## src/verilog/dtc_pkg.sv

```systemverilog
//
// constants for the dialer tone control register bank
// assumes a 200 MHz pclk and an apb master with 32-bit data
//
// Behaviour
// - handsfree bit drives speakerphone output; readable; reset clears it
// - 4-bit gap code selects inter-digit pause in steps of about 94 ms
// - gap inserted after each pulse digit; no effect in tone mode
// - reset loads gap code 1000 (750 ms)
// - low-group enable readable, writable, reset to one
// - high-group enable readable, writable, reset to one
// - enables low,high: 00 dc, 01 high, 10 low, 11 dual tone
// - dial code maps to one of four high-group single-tone frequencies
// - dial code maps to one of four low-group single-tone frequencies
// - tone length bit: 1 gives 47 ms, 0 gives 94 ms; reset clears
// - without the build option the tone length is fixed at 94 ms
// - dial code write starts pulses or tone; interrupt when finished
// - dial method bit: 1 pulse, 0 tone; reset clears to tone
package dtc_pkg;
  // ****************************************
  // register map (word index, byte = 4*index)
  // ****************************************
  localparam int ADDR_W = 18;
  localparam logic [15:0] IDX_METHOD = 16'hff10;
  localparam logic [15:0] IDX_HFREE  = 16'hff14;
  localparam logic [15:0] IDX_GAP    = 16'hff15;
  localparam logic [15:0] IDX_TONE   = 16'hff16;
  localparam logic [15:0] IDX_CODE   = 16'hff17;
  localparam logic [15:0] IDX_STAT   = 16'hff1e;
  localparam logic [15:0] IDX_MASK   = 16'hff1f;
  // ****************************************
  // field positions and reset values
  // ****************************************
  localparam int BIT_METHOD = 3;
  localparam int BIT_HFREE  = 3;
  localparam int BIT_TLEN   = 2;
  localparam int BIT_LOW    = 1;
  localparam int BIT_HIGH   = 0;
  localparam int BIT_DONE   = 0;
  localparam logic [3:0] RST_GAP  = 4'h8;
  localparam logic [3:0] RST_CODE = 4'h0;
  // ****************************************
  // timing (ns and derived cycles)
  // ****************************************
  localparam int CLK_NS       = 5;
  localparam int GAP_STEP_NS  = 93_750_000;
  localparam int TONE_SH_NS   = 47_000_000;
  localparam int TONE_LG_NS   = 94_000_000;
  localparam int PULSE_NS     = 100_000_000;
  localparam int GAP_STEP_CYC = GAP_STEP_NS / CLK_NS;
  localparam int TONE_SH_CYC  = (TONE_SH_NS + CLK_NS - 1) / CLK_NS;
  localparam int TONE_LG_CYC  = (TONE_LG_NS + CLK_NS - 1) / CLK_NS;
  localparam int PULSE_CYC    = (PULSE_NS + CLK_NS - 1) / CLK_NS;
  localparam logic [3:0] TEN_PULSES = 4'ha;
  typedef enum logic [1:0] {
    DTC_IDLE, DTC_TONE, DTC_PULSE, DTC_GAP
  } dtc_state_t;
endpackage : dtc_pkg

```

## src/verilog/dtc_top.sv

```systemverilog
//
// dialer tone control: apb register bank plus dial sequencer
// assumes a synchronous apb master on pclk and line circuitry that
// turns the level outputs into pulses and tones
//
`timescale 1ns/1ps
module dtc_top #(
  parameter int unsigned GAP_STEP_CYC = dtc_pkg::GAP_STEP_CYC,
  parameter int unsigned TONE_SH_CYC  = dtc_pkg::TONE_SH_CYC,
  parameter int unsigned TONE_LG_CYC  = dtc_pkg::TONE_LG_CYC,
  parameter int unsigned PULSE_CYC    = dtc_pkg::PULSE_CYC,
  parameter bit          TONE_LEN_OPT = 1'b1
) (
  input  wire logic                       pclk,          // system clock
  input  wire logic                       presetn,       // async reset
  input  wire logic                       psel,          // apb select
  input  wire logic                       penable,       // apb enable
  input  wire logic                       pwrite,        // apb write
  input  wire logic [dtc_pkg::ADDR_W-1:0] paddr,         // byte address
  input  wire logic [31:0]                pwdata,        // write data
  output logic      [31:0]                prdata,        // read data
  output logic                            pready,        // apb ready
  output logic                            pslverr,       // unmapped
  output logic                            speakerphone_out, // handsfree
  output logic                            tone_low_en,   // low group
  output logic                            tone_high_en,  // high group
  output logic      [1:0]                 tone_row_sel,  // low freq
  output logic      [1:0]                 tone_col_sel,  // high freq
  output logic                            tone_on,       // tone phase
  output logic                            dial_pulse,    // make level
  output logic                            gap_active,    // digit gap
  output logic                            irq            // interrupt
);
  import dtc_pkg::*;

  // ****************************************
  // decode helpers
  // ****************************************
  function automatic logic [1:0] col_of(input logic [3:0] c);
    unique case (c)
      4'h1, 4'h4, 4'h7, 4'hc: col_of = 2'h0;
      4'h2, 4'h5, 4'h8, 4'ha: col_of = 2'h1;
      4'h3, 4'h6, 4'h9, 4'hb: col_of = 2'h2;
      default:                col_of = 2'h3;
    endcase
  endfunction : col_of

  function automatic logic [1:0] row_of(input logic [3:0] c);
    unique case (c)
      4'h0, 4'h1, 4'h2, 4'h3: row_of = 2'h0;
      4'h4, 4'h5, 4'h6, 4'hd: row_of = 2'h1;
      4'h7, 4'h8, 4'h9, 4'hf: row_of = 2'h2;
      default:                row_of = 2'h3;
    endcase
  endfunction : row_of

  // ****************************************
  // registers and state
  // ****************************************
  logic        dial_method_select;
  logic        handsfree_ctrl;
  logic [3:0]  interdigit_gap;
  logic        tone_length_select;
  logic        low_group_enable;
  logic        high_group_enable;
  logic [3:0]  dial_code;
  logic [0:0]  int_stat;
  logic [0:0]  int_mask;
  dtc_state_t  state;
  dtc_state_t  next_state;
  logic [31:0] timer;
  logic [31:0] next_timer;
  logic [3:0]  left;
  logic [3:0]  next_left;
  logic        done;
  logic [0:0]  next_stat;

  // ****************************************
  // apb decode
  // ****************************************
  wire logic [15:0] idx      = paddr[17:2];
  wire logic        setup    = psel & ~penable;
  wire logic        wr_go    = psel & penable & pready & pwrite;
  wire logic        sel_meth = (idx == IDX_METHOD);
  wire logic        sel_hfr  = (idx == IDX_HFREE);
  wire logic        sel_gap  = (idx == IDX_GAP);
  wire logic        sel_tone = (idx == IDX_TONE);
  wire logic        sel_code = (idx == IDX_CODE);
  wire logic        sel_stat = (idx == IDX_STAT);
  wire logic        sel_mask = (idx == IDX_MASK);
  wire logic        hit      = sel_meth | sel_hfr | sel_gap | sel_tone
                             | sel_code | sel_stat | sel_mask;
  wire logic        start    = wr_go & sel_code;

  // read mux; unmapped words read as zero
  wire logic [3:0] rd_nib =
      sel_meth ? {dial_method_select, 3'h0} :
      sel_hfr  ? {handsfree_ctrl, 3'h0} :
      sel_gap  ? interdigit_gap :
      sel_tone ? {1'b0, tone_length_select, low_group_enable,
                  high_group_enable} :
      sel_code ? dial_code :
      sel_stat ? {3'h0, int_stat} :
      sel_mask ? {3'h0, int_mask} : 4'h0;

  // one wait-free access phase: ready and data follow the setup cycle
  always_ff @(posedge pclk or negedge presetn) begin
    if (!presetn) begin
      pready  <= 1'b0;
      pslverr <= 1'b0;
      prdata  <= 32'h0000_0000;
    end else begin
      pready  <= setup;
      pslverr <= setup & ~hit;
      prdata  <= setup ? {28'h000_0000, rd_nib} : 32'h0000_0000;
    end
  end

  // ****************************************
  // control register writes
  // ****************************************
  always_ff @(posedge pclk or negedge presetn) begin
    if (!presetn) begin
      dial_method_select <= 1'b0;
      handsfree_ctrl     <= 1'b0;
      interdigit_gap     <= RST_GAP;
    end else if (wr_go) begin
      if (sel_meth) dial_method_select <= pwdata[BIT_METHOD];
      if (sel_hfr)  handsfree_ctrl     <= pwdata[BIT_HFREE];
      if (sel_gap)  interdigit_gap     <= pwdata[3:0];
    end
  end

  // tone group enables, tone length and dial code
  always_ff @(posedge pclk or negedge presetn) begin
    if (!presetn) begin
      low_group_enable   <= 1'b1;
      high_group_enable  <= 1'b1;
      tone_length_select <= 1'b0;
      dial_code          <= RST_CODE;
      int_mask           <= 1'b0;
    end else if (wr_go) begin
      if (sel_tone) begin
        low_group_enable   <= pwdata[BIT_LOW];
        high_group_enable  <= pwdata[BIT_HIGH];
        tone_length_select <= pwdata[BIT_TLEN];
      end
      if (sel_code) dial_code <= pwdata[3:0];
      if (sel_mask) int_mask  <= pwdata[BIT_DONE];
    end
  end

  // ****************************************
  // dial sequencer
  // ****************************************
  // without the build option the length bit is stored but ignored
  wire logic [31:0] tone_cyc = (TONE_LEN_OPT && tone_length_select)
                             ? TONE_SH_CYC : TONE_LG_CYC;
  wire logic [31:0] gap_cyc  = 32'(interdigit_gap) * GAP_STEP_CYC;
  wire logic [3:0]  pulses   = (pwdata[3:0] == 4'h0) ? TEN_PULSES
                                                     : pwdata[3:0];

  // a new code restarts the sequence even mid-digit, so software
  // must wait for the interrupt before writing the next digit
  always_comb begin
    next_state = state;
    next_timer = timer;
    next_left  = left;
    done       = 1'b0;
    if (start) begin
      if (dial_method_select) begin
        next_state = DTC_PULSE;
        next_timer = PULSE_CYC - 1;
        next_left  = pulses;
      end else begin
        next_state = DTC_TONE;
        next_timer = tone_cyc - 1;
      end
    end else begin
      unique case (state)
        DTC_IDLE: ;
        DTC_TONE: begin
          if (timer == 32'h0000_0000) begin
            next_state = DTC_IDLE;
            done       = 1'b1;
          end else next_timer = timer - 1;
        end
        DTC_PULSE: begin
          if (timer != 32'h0000_0000) next_timer = timer - 1;
          else if (left == 4'h1) begin
            next_state = DTC_GAP;
            next_timer = gap_cyc - 1;
          end else begin
            next_left  = left - 4'h1;
            next_timer = PULSE_CYC - 1;
          end
        end
        DTC_GAP: begin
          if (timer == 32'h0000_0000) begin
            next_state = DTC_IDLE;
            done       = 1'b1;
          end else next_timer = timer - 1;
        end
      endcase
    end
  end

  always_ff @(posedge pclk or negedge presetn) begin
    if (!presetn) begin
      state <= DTC_IDLE;
      timer <= 32'h0000_0000;
      left  <= 4'h0;
    end else begin
      state <= next_state;
      timer <= next_timer;
      left  <= next_left;
    end
  end

  // ****************************************
  // interrupt: sticky, write one to clear, set wins
  // ****************************************
  wire logic stat_clr = wr_go & sel_stat & pwdata[BIT_DONE];
  always_comb next_stat = (int_stat & ~stat_clr) | done;

  always_ff @(posedge pclk or negedge presetn) begin
    if (!presetn) begin
      int_stat <= 1'b0;
      irq      <= 1'b0;
    end else begin
      int_stat <= next_stat;
      irq      <= |(int_stat & int_mask);
    end
  end

  // ****************************************
  // line and tone outputs
  // ****************************************
  // make half comes first in every pulse period
  always_ff @(posedge pclk or negedge presetn) begin
    if (!presetn) begin
      speakerphone_out <= 1'b0;
      tone_low_en      <= 1'b1;
      tone_high_en     <= 1'b1;
      tone_row_sel     <= 2'h0;
      tone_col_sel     <= 2'h3;
      tone_on          <= 1'b0;
      dial_pulse       <= 1'b0;
      gap_active       <= 1'b0;
    end else begin
      speakerphone_out <= handsfree_ctrl;
      tone_low_en      <= low_group_enable;
      tone_high_en     <= high_group_enable;
      tone_row_sel     <= row_of(dial_code);
      tone_col_sel     <= col_of(dial_code);
      tone_on          <= (next_state == DTC_TONE);
      dial_pulse       <= (next_state == DTC_PULSE)
                        && (next_timer >= PULSE_CYC / 2);
      gap_active       <= (next_state == DTC_GAP);
    end
  end
endmodule : dtc_top

```

## config.mk

```make
export PLATFORM = sky130hd
export DESIGN_NAME = dtc_top
export DESIGN_NICKNAME = d
export VERILOG_FILES = /design/src/verilog/dtc_pkg.sv /design/src/verilog/dtc_top.sv
export SDC_FILE = /design/constraint.sdc
export NUM_CORES = 1
export LEC_CHECK = 0
export ABC_AREA = 0
export BUFFER_PORTS_ARGS = -buffer_cell sky130_fd_sc_hd__buf_2
export CAP_MARGIN = 10
export CORE_MARGIN = 2
export CORE_UTILIZATION = 40
export DETAILED_ROUTE_END_ITERATION = 7
export SLEW_MARGIN = 20
export SYNTH_ARGS = -nofsm -noshare
export SYNTH_HDL_FRONTEND = slang
export SYNTH_SLANG_ARGS = --single-unit
```

## constraint.sdc

```tcl
create_clock -name pclk -period 11.4 [get_ports pclk]
set_input_delay 0.57 -clock pclk [delete_from_list [all_inputs] [get_ports pclk]]
set_output_delay 0.57 -clock pclk [all_outputs]
set_load 0.03 [all_outputs]
```

==> reports/metrics.csv, run 1 <==
stage,metric,value,unit
status,status,"complete, no violations",
clocking,Resized cells post-CTS,0,
detailed_routing,vias,6021,
timing,final cycle utilization of the critical path,0.448,
power_and_ir_drop,Max IR drop VDD,0.0000672,V
timing,Worst Tran Pin Value,0.936,ns
synthesis,Netlist cell types,87,
synthesis,Post-synth ARST share,1.00,
power_and_ir_drop,pwr/cell area,81.3,mW/mm^2
floorplanning,die width,131,um
timing,RSZ-0062 raised after global routing,false,
synthesis,Yosys reg bits,70,
timing,final hold vios,0,
global_route,GRT Total Usage,0.228,
floorplanning,IO Pins,100,
synthesis,yosys warns,0,
placed_design,hpwl dp,13800,um
worst_setup_path,crit start category,flip-flop,
floorplanning,Core Area,0.0158,mm^2
power_and_ir_drop,leakage power figure,2.92,nW
placed_design,placed cell count,1013,
timing,clock skew,0.0125,ns
clocking,CTS tree,done,
synthesis,biggest area consumer among synthesized cells,dfrtp_1,
detailed_routing,first-pass iteration count of the detailed router,5,
timing,fin crit period,5.11,ns
synthesis,ranking of synthesized cells by area,"dfrtp_1, ha_1, nand2_1, o21ai_0, a21oi_1",
worst_setup_path,Crit Path Class,flip-flop to flip-flop,
finish,"commonest cells after routing, fill and taps aside","nand2_1, nor2_1, dfrtp_1",
detailed_routing,number of remaining DRC errors,0,
synthesis,Post-synth EDFFs,0,
global_route,initial antenna violation count,0,
synthesis,synthesized instance count,788,
power_and_ir_drop,Total Power,0.000567,W
finish,Fillers,1613,
detailed_routing,Avg Vias per Cell,5.85,
finish,"commonest non-fill, non-tap cell in the layout",nand2_1,
global_route,vias in the first global route,5435,
detailed_routing,drt initial violations,685,
timing,Final TNS setup,0,ns
clocking,worst skew pair latency,0.35,ns
clocking,clk sinks,70,
placed_design,IO Port Bufs,41,
clocking,CTS hold repair buffers,0,
worst_setup_path,Critical Path AT,5.37,ns
clocking,H-tree depth,3,
finish,Finished Layout Cells,1029,
floorplanning,Die Y,131,um
timing,Fmax achieved,196,MHz
clocking,CTS buffer count,9,
global_route,first-pass GRT wire length,30100,um
detailed_routing,DR WL/cell,18.2,um
finish,share of cells above drive strength 1,0.132,
finish,antenna cell count,0,
floorplanning,Std-Cell Rows,46,
floorplanning,DIE AREA,0.0171,mm^2
clocking,postcts setup bufs,0,
worst_setup_path,Worst Path Required,11.66,ns
synthesis,ys flop type,dfrtp_1,
run,total of max-cap violations,0,
synthesis,share of the synthesized area in the top cell type,0.245,
placed_design,GPL Wtd Cong,0.907,
synthesis,Post-Syn Area per Cell,8.16,um^2
global_route,grt total ovfl,0,
worst_setup_path,crit path capture type,flip-flop,
floorplanning,Starting Density,0.408,
worst_setup_path,worst-path maximum fanout,11,
timing,final setup fails,0,
detailed_routing,remaining antenna violation count,0,
synthesis,"Seq/Total Area, Yosys",0.274,
finish,Layout Area Growth over Synthesis,8.43,%
clocking,Bufs on Longest Clock Path,2,
clocking,"Reg clk slew, reported paths",0.06,ns
clocking,CTS root buf,clkbuf_16,
detailed_routing,DRT Wirelength,18800,um
synthesis,Post-Syn Area,0.00643,mm^2
global_route,pin count of the biggest net entering global routing,71,
timing,final slew viol count,0,
finish,Layout Utilization,0.442,
finish,Final nets,902,
timing,Slew HR,0.376,
min_path,Hold Crit Class,input port to async pin,
[sequential cells by signal, summed over array words and instances, names as in the netlist, 2 cells and up]
signal / count
timer: 32
dial_code: 4
interdigit_gap: 4
left: 4
prdata: 4
state: 2
tone_col_sel: 2
tone_row_sel: 2
[Yosys cell counts (10+ instances only)]
cell type  number
nand2_1        69
nor2_1         65
dfrtp_1        63
o21ai_0        51
a21oi_1        50
ha_1           36
nor3_1         33
buf_4          30
inv_1          30
nand3_1        25
clkbuf_1       22
nor4_1         21
xor2_1         16
xnor2_1        15
or3_1          14
a31oi_1        13
nand4_1        12
and2_1         10
mux2_2         10
nand2b_1       10
or4_1          10
[critical path, stage by stage (launching register included)]
cell	delay [ns]
dfrtp_1	0.65
inv_1	0.25
ha_1	0.38
inv_1	0.08
ha_1	0.38
ha_1	0.47
nor3b_1	0.22
a221oi_2	0.30
o2111ai_2	0.22
nor4_2	0.49
nand4b_1	0.21
nand4b_1	0.27
nand4b_1	0.23
xnor2_1	0.19
a211oi_1	0.39
nor4b_2	0.10
a31oi_1	0.18
[final timing paths]
check | startpoint | endpoint | slack [ns] | depth (start not counted)
max in group asynchronous | presetn | gap_active | 10.42 | 1
worst max-delay path | interdigit_gap[2] | dial_pulse | 6.29 | 16
worst min-delay path | presetn | prdata[0] | 0.36 | 1
worst max register to register | interdigit_gap[2] | dial_pulse | 6.29 | 16
min in group pclk | low_group_enable | tone_low_en | 0.36 | 0
worst min register to register | low_group_enable | tone_low_en | 0.36 | 0
[power by group]
group	switching (W)	total, W	internal [W]	leakage (nW)
Sequential	0.00000113	0.000251	0.000250	0.821
Combinational	0.0000241	0.0000291	0.00000502	1.95
Clock	0.000111	0.000286	0.000176	0.146
Total	0.000136	0.000567	0.000430	2.92
[per-layer routing]
| layer | GRT usage | vias to the layer above | share of wire |
|---|---|---|---|
| met5 | 0 | - | 0 |
| li1 | - | 2923 | - |
| met1 | 0.329 | 2861 | 0.46 |
| met4 | 0.0801 | 0 | 0.022 |
| met2 | 0.347 | 210 | 0.45 |
| met3 | 0.0362 | 27 | 0.066 |
[through the flow]
| step | setup slack, ns | hold WS [ns] | cell area, um^2 |
|---|---|---|---|
| 2_1_floorplan | 7.19 | 0.274 | 6530 |
| 3_3_place_gp | 6.31 | 0.369 | 6670 |
| 3_5_place_dp | 6.31 | 0.368 | 6670 |
| 4_1_cts | 6.26 | 0.363 | 6970 |
| 5_1_grt | 5.89 | 0.365 | 6970 |
| 6_report | 6.29 | 0.357 | 6970 |
[cell families (layout without fill, tap and decap cells)]
| family | Yosys count | in the layout | share of synthesized area |
|---|---|---|---|
| compound gates | 211 | 211 | 0.223 |
| xor+xnor | 32 | 32 | 0.0457 |
| fa+ha+maj | 39 | 39 | 0.0794 |
| buf+inv | 95 | 93 | 0.0769 |
| flops | 70 | 70 | 0.274 |
| mux | 20 | 20 | 0.0370 |
| other cells | 1 | 28 | 0.000583 |
| simple gates | 320 | 320 | 0.264 |
[final cells by class]
type,count,area [um^2],share of cell area
Multi-Input combinational cell,650,4280,0.613
Timing Repair Buffer,46,245,0.0352
Inverter,31,116,0.0167
Sequential cell,70,1760,0.253
Tap cell,216,270,0.0388
Clock inverter,5,60.1,0.00862
Clock buffer,11,243,0.0348
No activity file was read; power rests on OpenSTA's default activity.
==> run 2, diff against run 1 <==
- ABC_AREA: 0 -> 1
- clock period: 11.4 -> 4.7 ns (I/O delays scaled with it)
==> reports/metrics.csv, run 2 <==
stage,metric,value,unit,change
floorplanning,Core Area,0.0171,mm^2,was 0.0158 mm^2
status,status,"complete, no violations",,unchanged
finish,Fillers,1829,,was 1613
synthesis,Post-Syn Area per Cell,6.58,um^2,was 8.16 um^2
detailed_routing,drt initial violations,594,,was 685
clocking,clk sinks,70,,unchanged
run,total of max-cap violations,0,,unchanged
detailed_routing,Avg Vias per Cell,5.15,,was 5.85
clocking,Resized cells post-CTS,0,,unchanged
power_and_ir_drop,Total Power,0.00144,W,was 0.000567 W
detailed_routing,DR WL/cell,15.5,um,was 18.2 um
timing,final worst slack,0.546,ns,was 6.29 ns
finish,share of cells above drive strength 1,0.143,,was 0.132
global_route,vias in the first global route,6316,,was 5435
worst_setup_path,crit path capture type,flip-flop,,unchanged
floorplanning,Std-Cell Rows,48,,was 46
worst_setup_path,CP cell instances,fa_1 -> fa_1 -> ha_1 -> nand2_1 -> o21ai_0 -> nand3_1 -> nand2_1 -> xor2_1 -> nand3_1 -> nor2_1 -> nand4_1 -> inv_1 -> nand2_1 -> nand3_1 -> nand2_1 -> nand2_1 -> nand2_1 -> nor2_1 -> nand2_1 -> nor2_1 -> nor2_1,,was inv_1 -> ha_1 -> inv_1 -> ha_1 -> ha_1 -> nor3b_1 -> a221oi_2 -> o2111ai_2 -> nor4_2 -> nand4b_1 -> nand4b_1 -> nand4b_1 -> xnor2_1 -> a211oi_1 -> nor4b_2 -> a31oi_1
placed_design,Place WS,0.542,ns,was 6.31 ns
timing,RSZ-0062 raised after global routing,false,,unchanged
floorplanning,Starting Density,0.405,,was 0.408
timing,Fmax achieved,241,MHz,was 196 MHz
timing,Worst Tran Pin Value,0.935,ns,was 0.936 ns
clocking,H-tree depth,3,,unchanged
clocking,postcts setup bufs,0,,unchanged
power_and_ir_drop,pwr/cell area,191,mW/mm^2,was 81.3 mW/mm^2
floorplanning,DIE AREA,0.0184,mm^2,was 0.0171 mm^2
worst_setup_path,worst-path maximum fanout,9,,was 11
global_route,GRT Total Usage,0.230,,was 0.228
timing,Final TNS setup,0,ns,unchanged
power_and_ir_drop,Max IR drop VDD,0.000184,V,was 0.0000672 V
finish,antenna cell count,0,,unchanged
finish,Largest Register,timer,,unchanged
detailed_routing,number of remaining DRC errors,0,,unchanged
synthesis,Yosys reg bits,70,,unchanged
global_route,first-pass GRT wire length,32900,um,was 30100 um
worst_setup_path,crit start category,flip-flop,,unchanged
floorplanning,die width,136,um,was 131 um
synthesis,Post-synth ARST share,1.00,,unchanged
worst_setup_path,CP top delay family,adder cells,,was simple AND/OR/NAND/NOR gates
detailed_routing,remaining antenna violation count,0,,unchanged
synthesis,"top cells by count, synth","nand2_1, inv_1, nor2_1, nand3_1, dfrtp_1",,"was nand2_1, nor2_1, dfrtp_1, o21ai_0, a21oi_1"
synthesis,biggest area consumer among synthesized cells,dfrtp_1,,unchanged
finish,Layout Area Growth over Synthesis,8.93,%,was 8.43%
power_and_ir_drop,leakage power figure,3.98,nW,was 2.92 nW
synthesis,most instantiated library cell after synthesis,nand2_1,,unchanged
timing,Slew HR,0.377,,was 0.376
finish,"commonest non-fill, non-tap cell in the layout",nand2_1,,unchanged
finish,Finished Layout Cells,1326,,was 1029
finish,"commonest cells after routing, fill and taps aside","nand2_1, inv_1, nor2_1",,"was nand2_1, nor2_1, dfrtp_1"
worst_setup_path,Critical Path AT,4.40,ns,was 5.37 ns
timing,final slew viol count,0,,unchanged
timing,final hold vios,0,,unchanged
synthesis,Post-synth EDFFs,0,,unchanged
clocking,Bufs on Longest Clock Path,2,,unchanged
clocking,"Reg clk slew, reported paths",0.07,ns,was 0.06 ns
detailed_routing,DRT Wirelength,20500,um,was 18800 um
placed_design,placed cell count,1310,,was 1013
clocking,CTS buffer count,9,,unchanged
worst_setup_path,CP max stage cell,dfstp_2,,was dfrtp_1
timing,fin crit period,4.15,ns,was 5.11 ns
global_route,pin count of the biggest net entering global routing,71,,unchanged
synthesis,share of the synthesized area in the top cell type,0.227,,was 0.245
synthesis,Post-Syn Area,0.00693,mm^2,was 0.00643 mm^2
worst_setup_path,crit-path max cell delay,0.64,ns,was 0.65 ns
placed_design,IO Port Bufs,41,,unchanged
clocking,CTS root buf,clkbuf_16,,unchanged
synthesis,ranking of synthesized cells by area,"dfrtp_1, nand2_1, inv_1, ha_1, nand3_1",,"was dfrtp_1, ha_1, nand2_1, o21ai_0, a21oi_1"
detailed_routing,first-pass iteration count of the detailed router,6,,was 5
finish,Final nets,1190,,was 902
detailed_routing,vias,6834,,was 6021
worst_setup_path,worst path bufs/invs,1,,was 2
clocking,CTS tree,done,,unchanged
floorplanning,IO Pins,100,,unchanged
global_route,grt total ovfl,0,,unchanged
synthesis,yosys warns,0,,unchanged
global_route,initial antenna violation count,0,,unchanged
worst_setup_path,Crit Path Class,flip-flop to flip-flop,,unchanged
clocking,CTS hold repair buffers,0,,unchanged
synthesis,"Seq/Total Area, Yosys",0.254,,was 0.274
finish,max FFs per register,32,,unchanged
clocking,worst skew pair latency,0.35,ns,about the same
synthesis,Netlist cell types,58,,was 87
placed_design,GPL Wtd Cong,0.903,,was 0.907
worst_setup_path,Worst Path Required,4.94,ns,was 11.66 ns
timing,clock skew,0.00850,ns,was 0.0125 ns
timing,final setup fails,0,,unchanged
min_path,Hold Crit Class,input port to async pin,,unchanged
synthesis,synthesized instance count,1054,,was 788
floorplanning,Die Y,136,um,was 131 um
timing,final cycle utilization of the critical path,0.884,,was 0.448
worst_setup_path,cell repeated most along the worst path,nand2_1,,
synthesis,ys flop type,dfrtp_1,,unchanged
placed_design,hpwl dp,15800,um,was 13800 um
## run 2: cell count changes in the layout (fill, tap and decap cells not counted), sizes merged, moves of 11 or more
cell / before / now
nand2: 69 / 297
inv: 31 / 153
nand3: 25 / 95
nor2: 67 / 132
nor4: 24 / 4
or3: 14 / 0
o21ai: 52 / 65
or4: 11 / 0
## run 2: worst reg2reg max path: stages, from the launching register on
cell     delay [ns]
dfstp_2        0.64
fa_1           0.49
fa_1           0.48
ha_1           0.38
nand2_1        0.08
o21ai_0        0.36
nand3_1        0.12
nand2_1        0.12
xor2_1         0.30
nand3_1        0.13
nor2_1         0.11
nand4_1        0.13
inv_1          0.09
nand2_1        0.05
nand3_1        0.06
nand2_1        0.09
nand2_1        0.10
nand2_1        0.06
nor2_1         0.08
nand2_1        0.06
nor2_1         0.08
nor2_1         0.05
## run 2: power breakdown
group	total (W)	internal [W]	switching [W]	leakage [nW]
Clock	0.000695	0.000370	0.000325	0.136
Combinational	0.000119	0.0000292	0.0000899	3.04
Sequential	0.000629	0.000617	0.0000123	0.800
Total	0.00144	0.00102	0.000427	3.98
## run 2: worst paths after layout
path / to / from / slack (ns) / cells past startpoint
worst min-delay path: timer[10] / presetn / 0.02 / 1
worst max register to register: dial_pulse / interdigit_gap[3] / 0.55 / 21
worst min register to register: speakerphone_out / handsfree_ctrl / 0.38 / 0
worst max-delay path: dial_pulse / interdigit_gap[3] / 0.55 / 21
max in group asynchronous: timer[25] / presetn / 4.07 / 1
min in group pclk: pready / penable / 0.09 / 2
## run 2: stage by stage
stage                     utilization  hold slack, ns  cell area, um^2
after floorplan                     -         -0.0606             7030
after global placement          0.424           0.358             7260
after detailed placement        0.424           0.368             7260
after CTS                       0.441          0.0600             7550
after global routing            0.441          0.0833             7550
final                           0.441          0.0189             7550
## run 2: cells by family (layout without fill, tap and decap cells)
family | after synthesis | count (layout) | share of synthesized area
other cells | 1 | 28 | 0.000541
simple gates | 578 | 578 | 0.388
compound gates | 147 | 147 | 0.125
flops | 70 | 70 | 0.254
buf+inv | 193 | 213 | 0.126
fa+ha+maj | 39 | 39 | 0.0736
xor+xnor | 25 | 25 | 0.0316
mux | 1 | 1 | 0.00162
## run 2: final cells by class
class	count	area (um^2)	share of cell area
clock buffer	9	225	0.0298
multi-input combinational	818	4400	0.583
clock inverter	7	63.8	0.00845
tap	225	282	0.0373
sequential	70	1760	0.233
inverter	150	568	0.0752
timing repair buffer	47	253	0.0335
## run 2: per-layer routing
metal	wire length (um)	up-vias	GRT usage	share of wire
li1	-	3452	-	-
met1	9530	3128	0.315	0.46
met2	9310	231	0.377	0.45
met3	1270	23	0.0322	0.062
met4	411	0	0.0671	0.020
met5	0	-	0	0
==> run 3, diff against run 2 <==
- ABC_CLOCK_PERIOD_IN_PS: default -> 4700
- CORE_UTILIZATION: 40 -> 48
- PLACE_DENSITY: default -> 0.71
==> reports/metrics.csv, run 3 (same netlist as run 2, synthesis figures left out) <==
stage,metric,value,unit,change
timing,Slew HR,0.377,,about the same
timing,Fmax achieved,239,MHz,was 241 MHz
clocking,CTS tree,done,,unchanged
clocking,clk sinks,70,,unchanged
floorplanning,Std-Cell Rows,43,,was 48
timing,clock skew,0.0115,ns,was 0.00850 ns
power_and_ir_drop,internal power,0.00106,W,was 0.00102 W
global_route,pin count of the biggest net entering global routing,71,,unchanged
floorplanning,Core Area,0.0140,mm^2,was 0.0171 mm^2
clocking,postcts setup bufs,0,,unchanged
power_and_ir_drop,Total Power,0.00147,W,was 0.00144 W
power_and_ir_drop,sw power,0.000403,W,was 0.000427 W
clocking,worst skew pair latency,0.35,ns,about the same
detailed_routing,number of remaining DRC errors,0,,unchanged
clocking,Resized cells post-CTS,0,,unchanged
status,failing checks,negative hold slack,,
floorplanning,DIE AREA,0.0154,mm^2,was 0.0184 mm^2
finish,Fillers,1424,,was 1829
placed_design,GPL Wtd Cong,0.946,,was 0.903
power_and_ir_drop,Max IR drop VDD,0.000199,V,was 0.000184 V
detailed_routing,remaining antenna violation count,0,,unchanged
finish,Final nets,1190,,unchanged
finish,Largest Register,timer,,unchanged
timing,Final TNS setup,0,ns,unchanged
worst_setup_path,Critical Path AT,4.43,ns,was 4.40 ns
clocking,CTS buffer count,9,,unchanged
power_and_ir_drop,pwr/cell area,195,mW/mm^2,was 191 mW/mm^2
worst_setup_path,worst-path maximum fanout,9,,unchanged
detailed_routing,first-pass iteration count of the detailed router,7,,was 6
floorplanning,die width,124,um,was 136 um
global_route,first-pass GRT wire length,31800,um,was 32900 um
timing,final cycle utilization of the critical path,0.890,,was 0.884
worst_setup_path,Crit Path Class,flip-flop to flip-flop,,unchanged
status,status,"finished, violations left",,"was complete, no violations"
power_and_ir_drop,Flop pwr share,0.430,,was 0.436
min_path,Hold Crit Class,input port to async pin,,unchanged
worst_setup_path,crit path capture type,flip-flop,,unchanged
placed_design,placed cell count,1265,,was 1310
global_route,grt total ovfl,0,,unchanged
power_and_ir_drop,clock network fraction of total power,0.489,,was 0.482
detailed_routing,DR WL/cell,15.5,um,about the same
finish,share of cells above drive strength 1,0.143,,unchanged
timing,fin crit period,4.19,ns,was 4.15 ns
power_and_ir_drop,Comb power frac,0.081,,was 0.083
clocking,CTS root buf,clkbuf_16,,unchanged
finish,Finished Layout Cells,1281,,was 1326
worst_setup_path,crit start category,flip-flop,,unchanged
placed_design,hpwl dp,15100,um,was 15800 um
timing,Fin Hold WS,-0.0127,ns,was 0.0189 ns
global_route,GRT Total Usage,0.271,,was 0.230
timing,Worst Tran Pin Value,0.934,ns,was 0.935 ns
worst_setup_path,Worst Path Required,4.94,ns,about the same
finish,"commonest cells after routing, fill and taps aside","nand2_1, inv_1, nor2_1",,unchanged
global_route,initial antenna violation count,0,,unchanged
floorplanning,Die Y,124,um,was 136 um
detailed_routing,drt initial violations,567,,was 594
power_and_ir_drop,switching share of total power,0.275,,was 0.296
clocking,H-tree depth,3,,unchanged
timing,final hold vios,8,,was 0
run,total of max-cap violations,0,,unchanged
clocking,Bufs on Longest Clock Path,2,,unchanged
detailed_routing,DRT Wirelength,19800,um,was 20500 um
placed_design,IO Port Bufs,41,,unchanged
finish,Layout Area Growth over Synthesis,8.32,%,was 8.93%
clocking,CTS hold repair buffers,0,,unchanged
detailed_routing,Avg Vias per Cell,5.42,,was 5.15
finish,max FFs per register,32,,unchanged
finish,"commonest non-fill, non-tap cell in the layout",nand2_1,,unchanged
floorplanning,Starting Density,0.496,,was 0.405
clocking,"Reg clk slew, reported paths",0.07,ns,about the same
timing,final slew viol count,0,,unchanged
floorplanning,IO Pins,100,,unchanged
power_and_ir_drop,leakage power figure,3.99,nW,was 3.98 nW
timing,RSZ-0062 raised after global routing,false,,unchanged
detailed_routing,vias,6947,,was 6834
global_route,vias in the first global route,6259,,was 6316
timing,final setup fails,0,,unchanged
finish,antenna cell count,0,,unchanged
run 3: cell types whose count changed in the layout (fill, tap and decap cells not counted), sizes merged:
| cell | delta |
|---|---|
| clkinvlp | -1 |
| bufinv | +1 |
run 3: power groups by stage:
stage / registers, W / logic, W / clock network (W)
after global routing: 0.000631 / 0.000132 / 0.000751
after detailed placement: 0.000641 / 0.000118 / 0
after floorplan: 0.000639 / 0.0000987 / 0
final: 0.000631 / 0.000119 / 0.000717
after global placement: 0.000640 / 0.000117 / 0
after CTS: 0.000630 / 0.000119 / 0.000726
run 3: layout make-up:
| cell class | instances | area, um^2 | share of cell area |
|---|---|---|---|
| Clock buffer | 9 | 225 | 0.0300 |
| Clock inverter | 7 | 77.6 | 0.0103 |
| Inverter | 150 | 568 | 0.0756 |
| Multi-Input combinational cell | 818 | 4400 | 0.586 |
| Sequential cell | 70 | 1760 | 0.234 |
| Tap cell | 180 | 225 | 0.0300 |
| Timing Repair Buffer | 47 | 253 | 0.0337 |
run 3: path summary, 6_finish.rpt:
kind	from	endpoint	slack, ns	cells past startpoint
max in group asynchronous	presetn	timer[31]	4.07	1
hold reg to reg	high_group_enable	tone_high_en	0.38	0
setup reg to reg	interdigit_gap[3]	dial_pulse	0.51	20
min in group pclk	penable	pready	0.09	2
hold / removal	presetn	timer[10]	-0.01	1
setup / recovery	interdigit_gap[3]	dial_pulse	0.51	20
run 3: metrics by stage:
stage	hold WS [ns]	utilization	setup slack, ns	area (um^2)
after floorplan	-0.0606	-	1.09	7030
after global placement	0.370	0.515	0.626	7210
after detailed placement	0.372	0.515	0.570	7210
after CTS	0.0515	0.537	0.559	7510
after global routing	0.104	0.537	0.130	7510
final	-0.0127	0.537	0.515	7510
run 3: routing by layer:
layer,global-route usage,part of all wire,vias to the layer above
li1,-,-,3446
met1,0.375,0.44,3169
met2,0.425,0.45,289
met3,0.0453,0.076,43
met4,0.100,0.032,0
met5,0,0,-
run 3: worst max-delay path, cell delays in order, from the launching register on:
cell and delay, ns:
dfstp_2 0.64, fa_1 0.50, fa_1 0.48, ha_1 0.36, nand2_1 0.08, o21ai_0 0.37
nand2_1 0.10, nand2_1 0.12, inv_1 0.06, nand3_1 0.08, nand2_1 0.13, nor2_1 0.24
nand3_1 0.10, nand2_1 0.07, nand3_1 0.08, nand2_1 0.07, nand2_1 0.05, a21oi_1 0.24
nand4_1 0.14, nor2_1 0.12, nor2_1 0.05
